==> src/design/bpo_defines.svh <==
// register offsets, field positions, reset values and timing counts of the bcd output port
`ifndef BPO_DEFINES_SVH
`define BPO_DEFINES_SVH

// apb byte addresses
`define BPO_ADDR_CTRL 12'h000
`define BPO_ADDR_STATUS 12'h004
`define BPO_ADDR_IRQ_STAT 12'h008
`define BPO_ADDR_IRQ_MASK 12'h00c
`define BPO_ADDR_WORD 12'h010
`define BPO_ADDR_COUNT 12'h014
`define BPO_ADDR_OVSRC 12'h018

// ctrl fields
`define BPO_CTRL_CODE_LSB 0
`define BPO_CTRL_CODE_MSB 2
`define BPO_CTRL_HOLD_BIT 3
`define BPO_CTRL_EN_BIT 4
`define BPO_CTRL_RST 32'h0000_0010

// interrupt bits
`define BPO_IRQ_UPDATE 0
`define BPO_IRQ_OVER 1
`define BPO_IRQ_HOLD 2

// refresh setting codes
`define BPO_CODE_100 3'h0
`define BPO_CODE_50 3'h1
`define BPO_CODE_20 3'h2
`define BPO_CODE_10 3'h3
`define BPO_CODE_5 3'h4
`define BPO_CODE_2 3'h5
`define BPO_CODE_1 3'h6

// strobe timing
`define BPO_PCLK_HZ 20000000
`define BPO_STROBE_US 100
`define BPO_STROBE_CYC ((`BPO_STROBE_US * (`BPO_PCLK_HZ / 1000000)))

`endif

==> src/design/bpo_pkg.sv <==
// types shared by the bcd output port modules
package bpo_pkg;

  typedef enum logic [1:0] {
    BPO_IDLE = 2'b00,
    BPO_SETUP = 2'b01,
    BPO_PULSE = 2'b11
  } bpo_strobe_state_t;

  typedef struct packed {
    logic [2:0] s1;
    logic [2:0] s2;
  } bpo_sync_t;

  typedef struct packed {
    logic [6:0] cnt;
    logic update;
  } bpo_div_t;

  typedef struct packed {
    logic [2:0] code;
    logic soft_hold;
    logic enable;
    logic [2:0] irq_stat;
    logic [2:0] irq_mask;
    logic pready;
    logic pslverr;
    logic [31:0] prdata;
    logic tick_d;
    logic hold_d;
    bpo_strobe_state_t st;
    logic [10:0] cnt;
    logic [15:0] upd_count;
    logic [16:0] word;
    logic neg;
    logic zero;
    logic over;
    logic stable;
    logic [3:0] ovsrc;
    logic [16:0] bcd_pin;
    logic neg_pin;
    logic zero_pin;
    logic over_pin;
    logic stable_pin;
    logic strobe_pin;
    logic irq;
  } bpo_state_t;

endpackage

==> src/design/bpo_tick_if.sv <==
// carrier between the port core and its refresh divider
`timescale 1ns/1ns
interface bpo_tick_if;
  logic tick;
  logic [2:0] code;
  logic hold;
  logic update;

  modport div (
    input tick,
    input code,
    input hold,
    output update
  );

  modport core (
    output tick,
    output code,
    output hold,
    input update
  );
endinterface

==> src/design/bpo_sync.sv <==
// two-flop synchroniser for the three pin inputs
`timescale 1ns/1ns
module bpo_sync (
  // clock and reset
  input wire logic pclk,
  input wire logic presetn,
  // pins in, synchronised out
  input wire logic [2:0] d,
  output logic [2:0] q
);
  bpo_pkg::bpo_sync_t s_reg;
  bpo_pkg::bpo_sync_t s_next;

  always_comb
  begin
    s_next.s1 = d;
    s_next.s2 = s_reg.s1;
  end

  // open pins idle high, so reset to high
  always_ff @(posedge pclk or negedge presetn)
  begin
    if (!presetn)
      s_reg <= '1;
    else
      s_reg <= s_next;
  end

  assign q = s_reg.s2;
endmodule

==> src/design/bpo_rate_div.sv <==
// divides the 100 per second sample tick down to the selected bcd refresh rate
`timescale 1ns/1ns
`include "bpo_defines.svh"
module bpo_rate_div (
  // clock and reset
  input wire logic pclk,
  input wire logic presetn,
  // tick in, update out
  bpo_tick_if.div tif
);
  bpo_pkg::bpo_div_t s_reg;
  bpo_pkg::bpo_div_t s_next;

  function automatic logic [6:0] ticks_per_update(input logic [2:0] code);
    case (code)
      `BPO_CODE_50: ticks_per_update = 7'd2;
      `BPO_CODE_20: ticks_per_update = 7'd5;
      `BPO_CODE_10: ticks_per_update = 7'd10;
      `BPO_CODE_5: ticks_per_update = 7'd20;
      `BPO_CODE_2: ticks_per_update = 7'd50;
      `BPO_CODE_1: ticks_per_update = 7'd100;
      default: ticks_per_update = 7'd1;
    endcase
  endfunction

  always_comb
  begin
    s_next = s_reg;
    s_next.update = 1'b0;
    if (tif.hold)
    begin
      // preload the interval so the first tick after release refreshes at once
      s_next.cnt = ticks_per_update(tif.code) - 7'd1;
    end
    else if (tif.tick)
    begin
      // a code change mid-interval takes effect at the next boundary or earlier
      if (s_reg.cnt + 7'd1 >= ticks_per_update(tif.code))
      begin
        s_next.cnt = '0;
        s_next.update = 1'b1;
      end
      else
        s_next.cnt = s_reg.cnt + 7'd1;
    end
  end

  always_ff @(posedge pclk or negedge presetn)
  begin
    if (!presetn)
      s_reg <= '0;
    else
      s_reg <= s_next;
  end

  assign tif.update = s_reg.update;
endmodule

==> src/design/bpo_top.sv <==
// isolated parallel bcd data output port with apb control and interrupt
// How it works
// - word is four bcd digits plus 10000 bit
// - sample logic-select pin, open means inverted logic
// - negative logic: data one pulls pin low
// - stable flag updated together with each word
// - over-range is or of four conditions
// - one strobe per update, data valid before it
// - refresh rate selectable 1 to 100 per second
// - refresh derived from 100 per second sample tick
//
// Implementation choices: the register addresses and the APB interface to the registers.
`timescale 1ns/1ns
`include "bpo_defines.svh"
module bpo_top (
  // clock and reset
  input wire logic pclk,
  input wire logic presetn,
  // apb slave
  input wire logic psel,
  input wire logic penable,
  input wire logic pwrite,
  input wire logic [11:0] paddr,
  input wire logic [31:0] pwdata,
  output logic [31:0] prdata,
  output logic pready,
  output logic pslverr,
  // interrupt
  output logic irq,
  // measurement from the indicator core, same clock
  input wire logic [15:0] meas_digits,
  input wire logic meas_msb,
  input wire logic meas_negative,
  input wire logic meas_zero_near,
  input wire logic meas_stable,
  input wire logic adc_minus_over,
  input wire logic adc_plus_over,
  input wire logic overflow_cond_one,
  input wire logic overflow_cond_two,
  // pins from outside, asynchronous
  input wire logic sample_tick,
  input wire logic hold_n,
  input wire logic logic_select_n,
  // output pin levels, 1 means transistor off
  output logic [16:0] bcd_pin,
  output logic negative_pin,
  output logic zero_vicinity_pin,
  output logic over_pin,
  output logic stable_pin,
  output logic strobe_pin
);
  bpo_pkg::bpo_state_t s_reg;
  bpo_pkg::bpo_state_t s_next;
  logic [2:0] pins_sync;
  logic tick_rise;
  logic hold_act;
  logic true_logic;
  logic [2:0] irq_event;
  logic [2:0] irq_clear;
  logic [31:0] rd;
  logic acc_first;
  logic acc_done;
  logic upd_take;
  logic over_now;
  bpo_tick_if tif ();

  // reset leaves every transistor off, matching negative logic with zero data
  localparam bpo_pkg::bpo_state_t rst_state = '{
    code: 3'h0,
    soft_hold: 1'b0,
    enable: 1'b1,
    irq_stat: 3'h0,
    irq_mask: 3'h0,
    pready: 1'b0,
    pslverr: 1'b0,
    prdata: 32'h0000_0000,
    tick_d: 1'b1,
    hold_d: 1'b0,
    st: bpo_pkg::BPO_IDLE,
    cnt: 11'h000,
    upd_count: 16'h0000,
    word: 17'h0_0000,
    neg: 1'b0,
    zero: 1'b0,
    over: 1'b0,
    stable: 1'b0,
    ovsrc: 4'h0,
    bcd_pin: 17'h1_ffff,
    neg_pin: 1'b1,
    zero_pin: 1'b1,
    over_pin: 1'b1,
    stable_pin: 1'b1,
    strobe_pin: 1'b1,
    irq: 1'b0
  };

  bpo_sync u_sync (
    .pclk(pclk),
    .presetn(presetn),
    .d({logic_select_n, hold_n, sample_tick}),
    .q(pins_sync)
  );

  bpo_rate_div u_div (
    .pclk(pclk),
    .presetn(presetn),
    .tif(tif)
  );

  // status: busy, pulse, hold, true logic, over, stable, negative, zero
  function automatic logic [7:0] status_word(input bpo_pkg::bpo_state_t s,
                                             input logic tl,
                                             input logic ha);
    status_word = {s.zero, s.neg, s.stable, s.over, tl, ha,
                   s.st == bpo_pkg::BPO_PULSE, s.st != bpo_pkg::BPO_IDLE};
  endfunction

  // read mux; unmapped addresses read as zero
  function automatic logic [31:0] reg_read(input logic [11:0] addr,
                                           input bpo_pkg::bpo_state_t s,
                                           input logic tl,
                                           input logic ha);
    reg_read = '0;
    if (addr == `BPO_ADDR_CTRL)
    begin
      reg_read = {27'h000_0000, s.enable, s.soft_hold, s.code};
    end
    else if (addr == `BPO_ADDR_STATUS)
    begin
      reg_read = {24'h00_0000, status_word(s, tl, ha)};
    end
    else if (addr == `BPO_ADDR_IRQ_STAT)
    begin
      reg_read = {29'h0000_0000, s.irq_stat};
    end
    else if (addr == `BPO_ADDR_IRQ_MASK)
    begin
      reg_read = {29'h0000_0000, s.irq_mask};
    end
    else if (addr == `BPO_ADDR_WORD)
    begin
      reg_read = {15'h0000, s.word};
    end
    else if (addr == `BPO_ADDR_COUNT)
    begin
      reg_read = {16'h0000, s.upd_count};
    end
    else if (addr == `BPO_ADDR_OVSRC)
    begin
      reg_read = {28'h000_0000, s.ovsrc};
    end
  endfunction

  // shared by the error answer and the read data gate
  function automatic logic reg_mapped(input logic [11:0] addr);
    reg_mapped = 1'b0;
    if (addr == `BPO_ADDR_CTRL)
      reg_mapped = 1'b1;
    else if (addr == `BPO_ADDR_STATUS)
      reg_mapped = 1'b1;
    else if (addr == `BPO_ADDR_IRQ_STAT)
      reg_mapped = 1'b1;
    else if (addr == `BPO_ADDR_IRQ_MASK)
      reg_mapped = 1'b1;
    else if (addr == `BPO_ADDR_WORD)
      reg_mapped = 1'b1;
    else if (addr == `BPO_ADDR_COUNT)
      reg_mapped = 1'b1;
    else if (addr == `BPO_ADDR_OVSRC)
      reg_mapped = 1'b1;
  endfunction

  // one polarity rule for every output line, strobe included
  function automatic logic pin_map(input logic tl, input logic d);
    pin_map = tl ? d : ~d;
  endfunction

  function automatic logic [16:0] pin_word(input logic tl, input logic [16:0] d);
    pin_word = tl ? d : ~d;
  endfunction

  // shorted to common reads low and selects true logic
  assign true_logic = ~pins_sync[2];
  assign hold_act = ~pins_sync[1] | s_reg.soft_hold;
  assign tick_rise = pins_sync[0] & ~s_reg.tick_d;

  assign tif.tick = tick_rise;
  assign tif.code = s_reg.code;
  assign tif.hold = hold_act | ~s_reg.enable;

  assign rd = reg_read(paddr, s_reg, true_logic, hold_act);

  // the access phase is taken once; a write lands on the answer edge
  assign acc_first = psel & penable & ~s_reg.pready;
  assign acc_done = psel & penable & s_reg.pready;

  // a held word takes no update even if the divider fires in the same cycle
  assign upd_take = tif.update & ~hold_act;
  assign over_now = adc_minus_over | adc_plus_over | overflow_cond_one
                    | overflow_cond_two;

  always_comb
  begin
    s_next = s_reg;
    irq_event = '0;
    irq_clear = '0;
    s_next.tick_d = pins_sync[0];
    s_next.hold_d = hold_act;

    // apb: one wait state, so every output stays registered
    s_next.pready = acc_first;
    s_next.pslverr = 1'b0;
    s_next.prdata = '0;
    if (acc_first)
    begin
      s_next.pslverr = ~reg_mapped(paddr);
      if (!pwrite && reg_mapped(paddr))
      begin
        s_next.prdata = rd;
      end
    end

    // writes land at the edge where the master samples pready high
    if (acc_done && pwrite)
    begin
      if (paddr == `BPO_ADDR_CTRL)
      begin
        s_next.code = pwdata[`BPO_CTRL_CODE_MSB:`BPO_CTRL_CODE_LSB];
        s_next.soft_hold = pwdata[`BPO_CTRL_HOLD_BIT];
        s_next.enable = pwdata[`BPO_CTRL_EN_BIT];
      end
      else if (paddr == `BPO_ADDR_IRQ_STAT)
      begin
        irq_clear = pwdata[2:0];
      end
      else if (paddr == `BPO_ADDR_IRQ_MASK)
      begin
        s_next.irq_mask = pwdata[2:0];
      end
    end

    // strobe sequencer: setup cycle with strobe inactive (low in true logic, high in inverted), then the pulse
    case (s_reg.st)
      bpo_pkg::BPO_IDLE:
      begin
        s_next.cnt = '0;
      end
      bpo_pkg::BPO_SETUP:
      begin
        s_next.st = bpo_pkg::BPO_PULSE;
        s_next.cnt = '0;
      end
      bpo_pkg::BPO_PULSE:
      begin
        if (s_reg.cnt == 11'(`BPO_STROBE_CYC - 1))
        begin
          s_next.st = bpo_pkg::BPO_IDLE;
        end
        else
        begin
          s_next.cnt = s_reg.cnt + 11'd1;
        end
      end
      default:
      begin
        s_next.st = bpo_pkg::BPO_IDLE;
      end
    endcase

    // a new update cuts a running pulse short so each word gets its own edge
    if (upd_take)
    begin
      s_next.word = {meas_msb, meas_digits};
      s_next.neg = meas_negative;
      s_next.zero = meas_zero_near;
      s_next.stable = meas_stable;
      // sources are latched with the word so software can tell them apart
      s_next.ovsrc = {overflow_cond_two, overflow_cond_one,
                      adc_plus_over, adc_minus_over};
      s_next.over = over_now;
      s_next.st = bpo_pkg::BPO_SETUP;
      s_next.cnt = '0;
      s_next.upd_count = s_reg.upd_count + 16'd1;
      irq_event[`BPO_IRQ_UPDATE] = 1'b1;
      irq_event[`BPO_IRQ_OVER] = over_now & ~s_reg.over;
    end
    irq_event[`BPO_IRQ_HOLD] = hold_act & ~s_reg.hold_d;

    // set wins over a same-cycle clear
    s_next.irq_stat = (s_reg.irq_stat & ~irq_clear) | irq_event;
    s_next.irq = |(s_next.irq_stat & s_next.irq_mask);

    // pin levels follow the current logic selection on every line
    s_next.bcd_pin = pin_word(true_logic, s_next.word);
    s_next.neg_pin = pin_map(true_logic, s_next.neg);
    s_next.zero_pin = pin_map(true_logic, s_next.zero);
    s_next.over_pin = pin_map(true_logic, s_next.over);
    s_next.stable_pin = pin_map(true_logic, s_next.stable);
    s_next.strobe_pin = pin_map(true_logic, s_next.st == bpo_pkg::BPO_PULSE);
  end

  // asynchronous reset loads constants only
  always_ff @(posedge pclk or negedge presetn)
  begin
    if (!presetn)
      s_reg <= rst_state;
    else
      s_reg <= s_next;
  end

  // apb answer
  assign prdata = s_reg.prdata;
  assign pready = s_reg.pready;
  assign pslverr = s_reg.pslverr;

  // interrupt
  assign irq = s_reg.irq;

  // pin levels
  assign bcd_pin = s_reg.bcd_pin;
  assign negative_pin = s_reg.neg_pin;
  assign zero_vicinity_pin = s_reg.zero_pin;
  assign over_pin = s_reg.over_pin;
  assign stable_pin = s_reg.stable_pin;
  assign strobe_pin = s_reg.strobe_pin;
endmodule

==> config.mk <==
export PLATFORM = sky130hd
export DESIGN_NAME = bpo_top
export DESIGN_NICKNAME = d
export VERILOG_FILES = /design/src/design/bpo_pkg.sv /design/src/design/bpo_tick_if.sv /design/src/design/bpo_sync.sv /design/src/design/bpo_rate_div.sv /design/src/design/bpo_top.sv
export VERILOG_INCLUDE_DIRS = /design/src /design/src/design
export SDC_FILE = /design/constraint.sdc
export NUM_CORES = 1
export LEC_CHECK = 0
export BUFFER_PORTS_ARGS = -buffer_cell sky130_fd_sc_hd__buf_4
export CAP_MARGIN = 20
export CORE_ASPECT_RATIO = 0.9
export CORE_MARGIN = 2
export CORE_UTILIZATION = 45
export DETAILED_ROUTE_END_ITERATION = 7
export GPL_ROUTABILITY_DRIVEN = 0
export PLACE_DENSITY = 0.73
export SYNTH_ARGS = -nofsm -noshare
export SYNTH_HDL_FRONTEND = slang
export SYNTH_SLANG_ARGS = --single-unit
export TNS_END_PERCENT = 1
==> constraint.sdc <==
create_clock -name pclk -period 2.9 [get_ports pclk]
set_input_delay 0.58 -clock pclk [delete_from_list [all_inputs] [get_ports pclk]]
set_output_delay 0.58 -clock pclk [all_outputs]
set_load 0.05 [all_outputs]
* Word-level counts from Yosys, hierarchy flattened *
Cells that the tools add are included.

word-level totals
  register bits = 138
  output and inout port bits = 57
  input port bits = 76

operators by class
  reductions and logical operators = 12
  $lt $le $gt $ge = 1
  equality and inequality tests = 17
  bitwise operators = 31
  $add $sub $neg = 4
  muxes and demuxes = 45

operators with widths
  kind                                                              count
  17-bit two-way mux                                                5
  32-bit two-way mux                                                2
  54-bit two-way mux                                                1
  7-bit one-hot mux with 6 select lines                             1
  12-bit by 5-bit == test with 1-bit output, second input constant  3
  7-bit two-way mux                                                 5
  33-bit two-way mux                                                1
  12-bit by 4-bit == test with 1-bit output, second input constant  2
  11-bit one-hot mux with 2 select lines                            1
  3-bit two-way mux                                                 7
  17-bit inverter                                                   1
  16-bit by 1-bit adder with 16-bit output, second input constant   1
  16-bit two-way mux                                                1
  1-bit two-way mux                                                 15
  1-bit inverter                                                    14
  12-bit by 3-bit == test with 1-bit output, second input constant  1
  12-bit zero test                                                  1
  11-bit by 1-bit adder with 11-bit output, second input constant   1
  11-bit == test, second input constant                             1
  11-bit two-way mux                                                1
  3-bit == test, second input constant                              3
  8-bit two-way mux                                                 1
  7-bit by 1-bit adder with 7-bit output, second input constant     1
  1-bit AND                                                         7
  other kinds (22)                                                  33

* Longest topological paths before layout *
  depth in word-level cells = 12
  gate-level depth with buffers = 10

* Hierarchy *
From an unflattened synthesis, not the netlist that was laid out.

second synthesis, totals
  cell total of the unflattened synthesis = 592
  area, all modules = 5929.4 µm²

by module, submodules not included
  module        area an instance (µm²)  times used  sequential area each (µm²)  cells each
  bpo_top       5066.1                  1           2757.6                      501
  bpo_rate_div  705.7                   1           200.2                       85
  bpo_sync      157.7                   1           157.7                       6

* Worst setup path after synthesis *
No wires, ideal clock.

  kind = register -> register
  start = register u_div.s_reg[1] (netlist bit)
  end = register u_div.s_reg[2] (netlist bit)
  setup time = 87 ps
  arrival = 2385 ps
  slack = 428 ps
  stages on the path, launching flop included = 11
  data required time = 2813 ps
  cell sequence = dfrtp_1 ha_1 nand3_1 nor2_1 xor2_1 ha_1 and3_1 a221o_1 a31oi_1 nand3_1 a22oi_1

on the way
  word-level cells in the longest chain between the ends = 5

ends and longest elaborated chain
  item                                        RTL line                                source
  start: declaration                          bpo_rate_div.sv:11                      bpo_pkg::bpo_div_t s_reg;
  start signal: assignment                    bpo_rate_div.sv:53                      s_reg <= s_next;
  7-bit by 1-bit adder with 7-bit output (*)  bpo_rate_div.sv:38, bpo_rate_div.sv:44
  7-bit greater-or-equal comparator           bpo_rate_div.sv:38                      if (s_reg.cnt + 7'd1 >= ticks_per_update(tif.code))
  7-bit two-way mux (*)                       bpo_rate_div.sv:38
  8-bit two-way mux (*)                       bpo_rate_div.sv:35                      else if (tif.tick)
  7-bit two-way mux (*)                       bpo_rate_div.sv:30                      if (tif.hold)

Mark *: on every way between the ends. The rest lies on a longest branch, timed or not. The select of a mux whose other input is x is not followed.
A chain may end at the register's enable or synchronous reset.

* Worst setup path after layout *
  start = register u_div.s_reg[1] (netlist bit)
  end = register u_div.s_reg[7] (netlist bit)

The elaborated chain is that of the path after synthesis.

==> results by group <==
Worst setup path
  – Number of buffers and inverters on the critical path: 1
  – Peak fanout along the critical path: 5
  – Kind of critical path: flop to flop
  – Crit path cell chain: ha_1 > nand3_1 > nor2_1 > xor2_1 > ha_1 > and3_1 > a221o_1 > a31oi_1 > buf_4 > nand3_1 > a22oi_1
  – Kind of cell with the highest combined delay on the critical path: compound AO/OA/AOI/OAI gates
  – Slowest stage cell, crit path: dfrtp_1
  – Startpoint types: flop
  – CP required: 3.22 ns
  – Slowest cell delay on critical path: 0.43 ns
  – Crit path arrival time: 3.04 ns
  – Type of destination of the critical path: flop

Detailed routing
  – Final Routed Wirelength: 12200 microns
  – WL per Instance: 15.1 microns
  – DRC viols: 0
  – Number of detailed-route iterations in the first pass: 4
  – Via density per instance: 5.02
  – Drt initial violations: 336
  – Count of nets left with antenna violations after detail routing: 0
  – Via Count: 4039

Power
  – Internal cell power: 0.00330 W
  – Clock network power share: 50.9%
  – Proportion of power drawn by combinational gates: 7.2%
  – Switching power share of the total: 21.7%
  – Power spent charging and discharging nets: 0.000918 W
  – Total power density per cell area: 601 mW/mm^2
  – Total leakage power: 3.28 nW
  – Power share of the sequential group: 41.9%
  – Max IR drop VDD: 449 uV

STA
  – Fmax achieved: 0.367 GHz
  – Hold violation total from the final report: 0
  – Slew of the pin with the lowest slew margin: 0.596 ns
  – Final critical-path required period: 2.72 ns
  – Max Clock Skew: 0.00875 ns
  – Max Slew Vio Count: 0
  – Share of the clock period used by the worst path after layout: 94.0%
  – Max_slew headroom: 60.2%
  – Total Negative Setup Slacks: 0 ns
  – Finish-stage setup viols: 0
  – Setup repair after global routing missed its margin: no
  – Final-layout worst hold slack: 0.185 ns

Clock network
  – Cts repair resizes: 0
  – Deepest level of the CTS H-tree: 4
  – Count of hold-fix buffers inserted at cts: 0
  – Clock slew seen by the registers of the worst setup and hold paths: 0.05 ns
  – Root Buffer: clkbuf_16
  – CTS sink cnt: 123
  – Post-CTS setup-driven buffer insertion count: 0
  – Skew-Pair Late Insertion Delay: 0.41 ns
  – Bufs on Longest Clock Path: 2
  – Number of buffers added by the clock tree synthesis step: 17
  – CTS tree: done

Logic synthesis
  – Cell count after synthesis: 566
  – Synthesized flop and latch total: 123
  – Top cells by area, synth: dfrtp_1 40%, dfstp_2 13%, nand2_1 6.7%, buf_4 6.3%, xor2_1 5.2%
  – Avg Inst Size Synth: 10.4 sq um
  – Top flip-flop cell by instance count after synthesis: dfrtp_1
  – Combined area of all synthesized cells: 0.00587 sq mm
  – Yosys synthesis warning count: 0
  – Yosys top cell area share: 39.7%
  – Count of distinct cell types in the synthesized netlist: 51
  – Share of synthesized flip-flops with an asynchronous set or reset: 100%
  – Share of the yosys chip area belonging to registers: 53.1%
  – Cell taking the most area after synthesis: dfrtp_1
  – Post-synth EDFFs: 0

Placement
  – Port Buf Inserts: 90
  – Number of placed instances with taps included: 773
  – Cell area after placement: 0.00643 sq mm
  – Post-DP HPWL: 8810 microns

Status
  – Status: finished, final reports clean

Finish
  – Number of nets in the finished design: 715
  – Seq. cell area: 0.00312 sq mm
  – Multi-input logic area: 0.00232 sq mm
  – Layout overhead on the synthesized area: 19.9%
  – Most common library cell in the layout ignoring fill and taps: nand2_1
  – Ant. Diodes: 0
  – Cell area after layout: 0.00703 sq mm
  – Largest register FFs: 64
  – Filler cell count: 1073
  – Fraction of layout instances using a drive strength above 1: 28.1%
  – Non-filler instance count after layout: 805
  – Commonest cells after routing, fill and taps aside: 105 x nand2_1, 99 x buf_4, 93 x dfrtp_1, 35 x xor2_1, 35 x nor2_1

GRT
  – Pin count of the biggest net entering global routing: 58
  – Tot GR Track Use: 18.6%
  – Initial antenna violation count: 0
  – Vias in the first global route: 4157
  – Global route hottest layer: met2
  – Global route overflow: 0
  – Met2 demand-to-capacity share in global routing: 28.2%
  – Met1 capacity usage during global routing: 24.8%
  – Met3 layer usage reported by global route: 5.53%
  – Wire length of the first global-routing pass: 20500 microns

Run
  – Maximum Capacitance Violations: 0

Floorplanning
  – Horizontal die dimension: 124 microns
  – Placeable Area: 0.0127 sq mm
  – Std cell rows: 39
  – I/O pin count: 133
  – Initial standard-cell utilization of the core: 46.2%
  – DIE AREA: 0.0140 sq mm
  – Height of the die: 112 microns

Worst hold path
  – Worst min-delay path class: input port to async pin
-- final timing paths --
| check | end | slack (ns) | cells past startpoint | from |
|---|---|---|---|---|
| setup / recovery | u_div.s_reg[7] | 0.18 | 11 | u_div.s_reg[1] |
| hold / removal | s_reg[64] | 0.19 | 1 | presetn |
| setup reg to reg | u_div.s_reg[7] | 0.18 | 11 | u_div.s_reg[1] |
| hold reg to reg | u_sync.q[2] | 0.35 | 0 | u_sync.s_next[2] |
| max in group asynchronous | bcd_pin[9] | 1.96 | 2 | presetn |
| min in group pclk | u_sync.s_next[2] | 0.28 | 1 | logic_select_n |
-- cell type report --
type	count	area share [%]
Timing Repair Buffer	100	10.9
Multi-Input combinational cell	379	33.0
Inverter	7	0.374
Clock inverter	9	2.06
Tap cell	164	2.92
Sequential cell	123	44.3
Clock buffer	23	6.51
-- through the flow --
step | setup slack [ns] | total power (W) | util, %
floorplan | 0.428 | 0.00200 | -
global placement | 0.361 | 0.00210 | 50.7
detailed placement | 0.224 | 0.00210 | 50.7
CTS | 0.203 | 0.00428 | 55.4
global route | 0.0581 | 0.00438 | 55.4
finish | 0.175 | 0.00422 | 55.4
-- synthesized netlist by cell type (11+ instances only) --
library cell / number
mux2i_1: 14
clkbuf_1: 18
dfstp_2: 30
nand3_1: 19
a21oi_1: 14
nand2_1: 105
buf_4: 49
xnor2_1: 18
dfrtp_1: 93
ha_1: 11
nor2_1: 35
nor3_1: 13
xor2_1: 35
-- power groups by stage --
| stage | clock, W | combinational, W | sequential [W] |
|---|---|---|---|
| after CTS | 0.00220 | 0.000305 | 0.00177 |
| after floorplan | 0 | 0.000186 | 0.00181 |
| after detailed placement | 0 | 0.000304 | 0.00180 |
| final | 0.00215 | 0.000302 | 0.00177 |
| after global placement | 0 | 0.000300 | 0.00180 |
| after global routing | 0.00229 | 0.000326 | 0.00177 |
-- worst reg2reg max path, stage by stage (launching register included) --
cell	delay, ns
dfrtp_1	0.43
ha_1	0.25
nand3_1	0.18
nor2_1	0.18
xor2_1	0.23
ha_1	0.29
and3_1	0.17
a221o_1	0.30
a31oi_1	0.21
buf_4	0.17
nand3_1	0.08
a22oi_1	0.15
-- kinds of logic after synthesis --
logic type	count (synthesis)	synth area share [%]
buf+inv	78	8.28
compound gates	49	5.63
mux	24	4.31
fa+ha+maj	11	2.35
simple gates	227	18.3
xor+xnor	53	7.91
flops	123	53.1
other cells	1	0.0639
-- metal layers --
layer,routed length (microns),up-vias
met2,5820,115
met3,668,21
met4,249,0
met5,0,-
li1,-,1965
met1,5430,1938
(Power assumes the default switching activity.)
